<file path="config.mk">
export PLATFORM = sky130hd
export DESIGN_NAME = nva_device_flat
export DESIGN_NICKNAME = d
export VERILOG_FILES = /design/src/nva_pkg.sv /design/src/nva_if.sv /design/src/nva_device.sv /design/src/flat_wrapper.sv
export SDC_FILE = /design/constraint.sdc
export NUM_CORES = 1
export LEC_CHECK = 0
export BUFFER_PORTS_ARGS = -buffer_cell sky130_fd_sc_hd__buf_4
export CAP_MARGIN = 10
export CORE_MARGIN = 2
export CORE_UTILIZATION = 55
export CTS_CLUSTER_DIAMETER = 40
export DETAILED_ROUTE_END_ITERATION = 10
export GPL_ROUTABILITY_DRIVEN = 1
export PLACE_DENSITY = 0.85
export SLEW_MARGIN = 10
export SYNTH_ARGS = -nofsm -noshare
export SYNTH_HDL_FRONTEND = slang
export SYNTH_SLANG_ARGS = --single-unit
</file>
<file path="constraint.sdc">
create_clock -name clk -period 3 [get_ports clk]
set_clock_uncertainty 0.15 [all_clocks]
set_input_delay 0.6 -clock clk [delete_from_list [all_inputs] [get_ports clk]]
set_output_delay 0.6 -clock clk [all_outputs]
set_load 0.005 [all_outputs]
</file>
<file path="src/nva_pkg.sv">
// Package: command codes, timing constants and selection states for volume addressing
package nva_pkg;
   localparam int unsigned CLK_PERIOD_NS = 100;
   localparam logic [7:0] CMD_RESET = 8'hff;
   localparam logic [7:0] CMD_HARD_RESET = 8'hfd;
   localparam logic [7:0] CMD_STATUS = 8'h70;
   localparam logic [7:0] CMD_SET_FEAT = 8'hef;
   localparam logic [7:0] CMD_VOL_SEL = 8'he1;
   localparam logic [7:0] FEAT_VOL_CFG = 8'h58;
   localparam int unsigned VOL_W = 4;
   // Chip enable high time, ns; least time rounds up
   localparam int unsigned CEH_NS = 100;
   localparam int unsigned CEH_CYC = (CEH_NS + CLK_PERIOD_NS - 1) / CLK_PERIOD_NS;
   // Chip enable low before volume select, ns
   localparam int unsigned CE_SEL_NS = 100;
   localparam int unsigned CE_SEL_CYC = (CE_SEL_NS + CLK_PERIOD_NS - 1) / CLK_PERIOD_NS;
   // Feature busy time, ns
   localparam int unsigned FEAT_NS = 1000;
   localparam int unsigned FEAT_CYC = (FEAT_NS + CLK_PERIOD_NS - 1) / CLK_PERIOD_NS;
   // Chain out plus chain in delay plus wiring, ns
   localparam int unsigned CHAIN_NS = 300;
   localparam int unsigned CHAIN_CYC = (CHAIN_NS + CLK_PERIOD_NS - 1) / CLK_PERIOD_NS;
   localparam logic [7:0] CNT_ZERO = 8'h00;
   localparam logic [7:0] CNT_ONE = 8'h01;
   typedef enum logic [1:0] {
      NVA_INIT_NONE = 2'b00,
      NVA_INIT_PAR = 2'b01,
      NVA_INIT_SEQ = 2'b10
   } nva_init_t;
   typedef enum logic [1:0] {
      NVA_SEL_ALL = 2'b00,
      NVA_SEL_ON = 2'b01,
      NVA_SEL_OFF = 2'b10
   } nva_sel_t;
endpackage

</file>
<file path="src/nva_if.sv">
// Interface: host command strobe, chip enable and chain pins between host and target
`timescale 1ns/10ps
interface nva_if;
   logic ce_n;
   logic cmd_valid;
   logic [7:0] cmd;
   logic [7:0] addr;
   logic [7:0] data;
   logic busy;
   logic chain_enable_in;
   logic chain_enable_out_o;
   logic chain_enable_out_oe;
   modport device (
      input ce_n, cmd_valid, cmd, addr, data, chain_enable_in,
      output busy, chain_enable_out_o, chain_enable_out_oe
   );
   modport host (
      output ce_n, cmd_valid, cmd, addr, data, chain_enable_in,
      input busy, chain_enable_out_o, chain_enable_out_oe
   );
endinterface

</file>
<file path="src/nva_device.sv">
// Device end: one target's chain enable, volume appointment and selection logic
`timescale 1ns/10ps
// Functional notes
// Chain out low until address appointed
// Chain out floats while chip enable high; reset drives it low instead
// Appointed target drives chain out high
// Appointment deselects, chain input then ignored
// Commands accepted only with chain high; appointed targets and parallel reset accept them with chain low
// Volume select picks matching appointed target
// Chip enable high time restores selection
// Hard reset keeps appointment and mode
// First command picks parallel or sequential
// Host waits chain delays between targets
// Host never staggers shared appointments
// Host idle during feature busy time
// Host polls ready before configuring
// Unique address; deselected until selected
// Host keeps chip enable low throughout
// Host appoints even without chain wiring
// Unselected volume deselects its units
// Appointment lost only at power on
// Host waits 100ns before volume select
// Host holds chip enable high first
// Host never broadcasts to volumes
// Host finishes init with volume select
// No select first: revert to last
// Address stored, compared on select
module nva_device #(
   parameter int unsigned FEAT_CYCLES = nva_pkg::FEAT_CYC
) (
   input wire logic clk,
   input wire logic rst,
   nva_if.device link,
   input wire logic [nva_pkg::VOL_W-1:0] own_term_vol,
   output logic selected,
   output logic appointed,
   output logic cmd_accepted,
   output logic [nva_pkg::VOL_W-1:0] volume_addr,
   output logic [7:0] last_cmd
);
   logic appointed_q;
   logic [nva_pkg::VOL_W-1:0] vol_q;
   logic [nva_pkg::VOL_W-1:0] last_vol_q;
   nva_pkg::nva_init_t init_q;
   nva_pkg::nva_sel_t sel_q;
   logic [7:0] ceh_q;
   logic [7:0] busy_q;
   logic first_q;
   logic ce_low_q;
   logic acc_q;
   logic [7:0] last_q;
   logic gate;
   logic take;
   logic is_appoint;
   logic par_rst;

   ////////////////////////////////////////////////////////////////////////////
   // Gating: appointed targets ignore the chain input
   assign gate = !link.ce_n && (appointed_q || link.chain_enable_in);
   assign take = link.cmd_valid && !link.ce_n;
   assign is_appoint = link.cmd == nva_pkg::CMD_SET_FEAT && link.addr == nva_pkg::FEAT_VOL_CFG;
   // Parallel reset reaches every unappointed target whatever its chain input
   assign par_rst = take && !appointed_q && link.cmd == nva_pkg::CMD_RESET
      && (first_q || init_q == nva_pkg::NVA_INIT_PAR);

   // Appointment: cleared by power-on reset only; hard reset is just a command
   always_ff @(posedge clk) begin
      if (rst) begin
         appointed_q <= 1'b0;
         vol_q <= '0;
      end else if (take && gate && !appointed_q && is_appoint) begin
         appointed_q <= 1'b1;
         vol_q <= link.data[nva_pkg::VOL_W-1:0];
      end
   end

   // First command after power on picks the reset style
   always_ff @(posedge clk) begin
      if (rst) begin
         init_q <= nva_pkg::NVA_INIT_NONE;
         first_q <= 1'b1;
      end else if (take && first_q) begin
         first_q <= 1'b0;
         if (link.cmd == nva_pkg::CMD_RESET) begin
            init_q <= nva_pkg::NVA_INIT_PAR;
         end else if (link.cmd == nva_pkg::CMD_STATUS) begin
            init_q <= nva_pkg::NVA_INIT_SEQ;
         end
      end
   end

   ////////////////////////////////////////////////////////////////////////////
   // Chip enable high timer and selection state
   always_ff @(posedge clk) begin
      if (rst) begin
         ceh_q <= nva_pkg::CNT_ZERO;
         ce_low_q <= 1'b0;
      end else begin
         ce_low_q <= !link.ce_n;
         if (!link.ce_n) begin
            ceh_q <= nva_pkg::CNT_ZERO;
         end else if (ceh_q < 8'(nva_pkg::CEH_CYC)) begin
            ceh_q <= ceh_q + nva_pkg::CNT_ONE;
         end
      end
   end

   always_ff @(posedge clk) begin
      if (rst) begin
         sel_q <= nva_pkg::NVA_SEL_ALL;
         last_vol_q <= '0;
      end else if (take && gate && !appointed_q && is_appoint) begin
         sel_q <= nva_pkg::NVA_SEL_OFF;
      end else if (take && appointed_q && link.cmd == nva_pkg::CMD_VOL_SEL) begin
         last_vol_q <= link.addr[nva_pkg::VOL_W-1:0];
         if (link.addr[nva_pkg::VOL_W-1:0] == vol_q) begin
            sel_q <= nva_pkg::NVA_SEL_ON;
         end else begin
            sel_q <= nva_pkg::NVA_SEL_OFF;
         end
      end else if (appointed_q && link.ce_n && ceh_q >= 8'(nva_pkg::CEH_CYC)) begin
         // Revert to last named volume; no select needed to resume it
         sel_q <= (last_vol_q == vol_q) ? nva_pkg::NVA_SEL_ON : nva_pkg::NVA_SEL_OFF;
      end
   end

   ////////////////////////////////////////////////////////////////////////////
   // Command acceptance; sequential reset only with chain high
   always_ff @(posedge clk) begin
      if (rst) begin
         acc_q <= 1'b0;
         last_q <= 8'h00;
      end else begin
         acc_q <= par_rst || take && gate && (appointed_q ? (sel_q == nva_pkg::NVA_SEL_ON
            || link.cmd == nva_pkg::CMD_VOL_SEL) : 1'b1);
         if (take && gate) begin
            last_q <= link.cmd;
         end
      end
   end

   // Busy for feature busy time after an appointment
   always_ff @(posedge clk) begin
      if (rst) begin
         busy_q <= nva_pkg::CNT_ZERO;
      end else if (take && gate && !appointed_q && is_appoint) begin
         busy_q <= 8'(FEAT_CYCLES);
      end else if (busy_q != nva_pkg::CNT_ZERO) begin
         busy_q <= busy_q - nva_pkg::CNT_ONE;
      end
   end

   ////////////////////////////////////////////////////////////////////////////
   // Chain output pin, registered
   logic eno_q;
   logic eno_oe_q;
   always_ff @(posedge clk) begin
      if (rst) begin
         eno_q <= 1'b0;
         eno_oe_q <= 1'b1;
      end else begin
         eno_oe_q <= !link.ce_n;
         eno_q <= appointed_q && busy_q == nva_pkg::CNT_ZERO && !link.ce_n;
      end
   end

   logic busy_o_q;
   always_ff @(posedge clk) begin
      if (rst) begin
         busy_o_q <= 1'b0;
      end else begin
         busy_o_q <= busy_q > nva_pkg::CNT_ONE || (take && gate && !appointed_q && is_appoint);
      end
   end

   assign link.chain_enable_out_o = eno_q;
   assign link.chain_enable_out_oe = eno_oe_q;
   assign link.busy = busy_o_q;
   assign selected = (sel_q == nva_pkg::NVA_SEL_ON);
   assign appointed = appointed_q;
   assign cmd_accepted = acc_q;
   assign volume_addr = vol_q;
   assign last_cmd = last_q;
   logic unused_ok;
   assign unused_ok = ^{own_term_vol, init_q, ce_low_q};
endmodule

</file>
<file path="src/flat_wrapper.sv">
// flat-port wrapper written by rule: the top's interface ports become plain ports
module nva_device_flat 
#(
   parameter int unsigned FEAT_CYCLES = nva_pkg::FEAT_CYC
)
  (clk, rst, own_term_vol, selected, appointed, cmd_accepted, volume_addr, last_cmd, link_ce_n, link_cmd_valid, link_cmd, link_addr, link_data, link_chain_enable_in, link_busy, link_chain_enable_out_o, link_chain_enable_out_oe);
  nva_if link_i ();
  input wire logic clk;
  input wire logic rst;
  input wire logic [nva_pkg::VOL_W-1:0] own_term_vol;
  output logic selected;
  output logic appointed;
  output logic cmd_accepted;
  output logic [nva_pkg::VOL_W-1:0] volume_addr;
  output logic [7:0] last_cmd;
  input wire logic [$bits(link_i.ce_n)-1:0] link_ce_n;
  input wire logic [$bits(link_i.cmd_valid)-1:0] link_cmd_valid;
  input wire logic [$bits(link_i.cmd)-1:0] link_cmd;
  input wire logic [$bits(link_i.addr)-1:0] link_addr;
  input wire logic [$bits(link_i.data)-1:0] link_data;
  input wire logic [$bits(link_i.chain_enable_in)-1:0] link_chain_enable_in;
  output wire logic [$bits(link_i.busy)-1:0] link_busy;
  output wire logic [$bits(link_i.chain_enable_out_o)-1:0] link_chain_enable_out_o;
  output wire logic [$bits(link_i.chain_enable_out_oe)-1:0] link_chain_enable_out_oe;
  assign link_i.ce_n = link_ce_n;
  assign link_i.cmd_valid = link_cmd_valid;
  assign link_i.cmd = link_cmd;
  assign link_i.addr = link_addr;
  assign link_i.data = link_data;
  assign link_i.chain_enable_in = link_chain_enable_in;
  assign link_busy = link_i.busy;
  assign link_chain_enable_out_o = link_i.chain_enable_out_o;
  assign link_chain_enable_out_oe = link_i.chain_enable_out_oe;
  nva_device #(.FEAT_CYCLES(FEAT_CYCLES)) u_core (.clk(clk), .rst(rst), .link(link_i), .own_term_vol(own_term_vol), .selected(selected), .appointed(appointed), .cmd_accepted(cmd_accepted), .volume_addr(volume_addr), .last_cmd(last_cmd));
endmodule
</file>
==> impl_metrics.tcl <==
set metrics [dict create \
    initial_core_util_pct 56.8 \
    finalSetupViolCount 0 \
    p_comb_share_pct 27.8 \
    peakVddDrop_uv 596 \
    fin_util_pct 69.8 \
    synthTopCellsByArea "dfxtp_1 (45%), xnor2_1 (6.1%), a21oi_1 (5.1%)" \
    p_int_mw 0.999 \
    gp_congestion 0.862 \
    cts_setup_buffers 0 \
    die_area_um2 3870 \
    slowest_delay_ps 460 \
    firstDrtPassIters 4 \
    grt_start_max_net_pins 25 \
    slew-limit-headroom_pct 60.5 \
    fin_total_pwr_mw 1.46 \
    cts-root-buf "clkbuf_4" \
    wl_per_cell_um 13.9 \
    min_period_over_period_pct 72.2 \
    pwr-share-clk_pct 25.2 \
    syn_avg_cell_area_um2 8.96 \
    crit_slowest_cell "or4b_4" \
    h-tree-depth 2 \
    critical_path.endpoint_type "register" \
    path_cells "inv_1, ha_1, or4b_4, o311a_1, a22o_1, o31a_1" \
    antenna_cells 0 \
    setup_tns_ps 0 \
    cts_hold_buffers 0 \
    crit_type "register to register" \
    layout-drive-gt1-share_pct 22.2 \
    syn2layout_area_growth_pct 23.0 \
    ys_types 37 \
    path_clk_slew_ps 130 \
    ys_warn_count 0 \
    finalMaxSlewViolations 0 \
    numCtsBuffers 5 \
    rsz0062_at_grt "false" \
    final_nets 290 \
    seq_power_share_pct 47.0 \
    netlist_area_um2 1860 \
    dp_hpwl_um 2970 \
    cts-resized-gates 0 \
    die_width_um 62.2 \
    drc 0 \
    max_freq_mhz 462 \
    crit_path_start "u_core.ceh_q[0]" \
    crit_fanout 4 \
    overflow 0 \
    viasPerCell 5.47 \
    whs_ps 301 \
    syn-num-nets 247 \
    synthCells 208 \
    drt_wl_total_um 4140 \
    arrival_ps 2290 \
    period_needed_ps 2170 \
    synth_edf_count 0 \
    synth_most_common_cell "dfxtp_1" \
    hold_violations 0 \
    synthTopCellsByCount "dfxtp_1 (42), nand2_1 (24), a21oi_1 (19)" \
    cts_tree "yes" \
    synth-seq-cells 42 \
    crit_buf_inv 1 \
    grt_pass1_wl_um 7050 \
    powerDensity_nw_per_um2 636 \
    final_cells 298 \
    synthFlopType "dfxtp_1" \
    core_area_um2 3280 \
    antenna_found_initial 0 \
    port_buffers 42 \
    sw_frac_of_total_pct 31.5 \
    ant_nets 0 \
    grt_use_total_pct 23.1 \
    worst_pin_slew_ps 587 \
    async_reset_ff_share_pct 0 \
    crit_family "compound AO/OA/AOI/OAI gates" \
    dp.cells 290 \
    yosysTopAreaCellShare_pct 45.1 \
    drtIter0Drc 116 \
    max-cap-violations 0 \
    r2r-start "u_core.ceh_q[0]" \
    grt_pass1_vias 1632 \
    power.net_switching_mw 0.459 \
    vias 1629 \
    ios 51 \
    cts_sinks 42 \
    cp_data_required_time_ps 3120 \
    worstHoldPathType "input port to register" \
    clock_latency_ps 360 \
    synth_top_area_cell "dfxtp_1" \
    clock_path_buffers 2 \
    worstSetupStartpointType "register" \
    p_leak_nw 0.938 \
    min_from "link_ce_n" \
    ys_seq_area_share_pct 45.1 \
    die_h_um 62.2 \
    run_status "completed" \
    row_count 21 \
]
==> cell type report <==
| cell class | count | area (um2) |
|---|---|---|
| tap | 46 | 57.6 |
| fill | 276 | 992 |
| multi-input combinational | 152 | 971 |
| inverter | 8 | 30.0 |
| clock inverter | 3 | 40.0 |
| clock buffer | 5 | 37.5 |
| sequential | 42 | 841 |
| timing repair buffer | 42 | 315 |
==> per-stage QoR <==
step	setup WS, ps	area, um2
finish	833	2290
global route	734	2290
CTS	820	2290
detailed placement	612	2210
global placement	703	2210
floorplan	958	1860
==> registers in the layout, indices dropped and copies added, names as in the netlist <==
name                             cells
u_core.appointed                     1
u_core.link.chain_enable_out_oe      1
u_core.busy_q                        8
u_core.last_cmd                      8
u_core.cmd_accepted                  1
u_core.sel_q                         2
u_core.last_vol_q                    4
u_core.init_q                        2
u_core.ceh_q                         8
u_core.link.chain_enable_out_o       1
u_core.first_q                       1
u_core.volume_addr                   4
u_core.link.busy                     1
==> power by group through the flow <==
stage | registers (mW) | clock network (mW) | logic (mW)
floorplan | 0.683 | 0 | 0.310
global placement | 0.693 | 0 | 0.387
detailed placement | 0.693 | 0 | 0.403
CTS | 0.683 | 0.371 | 0.407
global route | 0.695 | 0.404 | 0.453
finish | 0.684 | 0.368 | 0.405
==> placed cells by master (no fill, tap or decap), types with 2 or more instances in the layout <==
master and n:
buf_4 42, dfxtp_1 42, nand2_1 24, a21oi_1 19
nor2_1 13, xnor2_1 13, nor3_1 11, inv_1 8
and2_1 6, nand4_1 6, ha_1 6, nor4b_1 5
mux2i_1 5, o31ai_1 5, clkbuf_4 5, and3_1 4
nand3_1 4, nor2b_1 3, o21ai_0 3, nor4_1 3
or2_2 2, and4_1 2, or3_1 2, xor2_1 2
clkinv_2 2
==> final timing paths <==
kind,slack [ps],end,cells past startpoint
worst max-delay path,830,u_core.sel_q[1],6
worst min-delay path,300,u_core.link.chain_enable_out_o,2
worst max register to register,830,u_core.sel_q[1],6
worst min register to register,310,u_core.last_cmd[0],2
==> cells by family after synthesis <==
family / share of synthesized area [%]
AND/OR/NAND/NOR: 26.4
flip-flops: 45.1
AO/OA/AOI/OAI: 11.3
XOR/XNOR: 7.05
buffers and inverters: 2.82
multiplexers: 3.29
adder cells (fa/ha/maj): 4.03
==> per-layer routing <==
layer / GRT usage [%] / share of wire (%) / vias to the layer above
met4: 7.78 / 0.70 / 0
met2: 41.7 / 50 / 36
met5: 0 / 0 / -
met3: 7.61 / 5.0 / 5
li1: - / - / 818
met1: 25.4 / 45 / 770
Note: power is estimated with default switching activity, not from simulation.
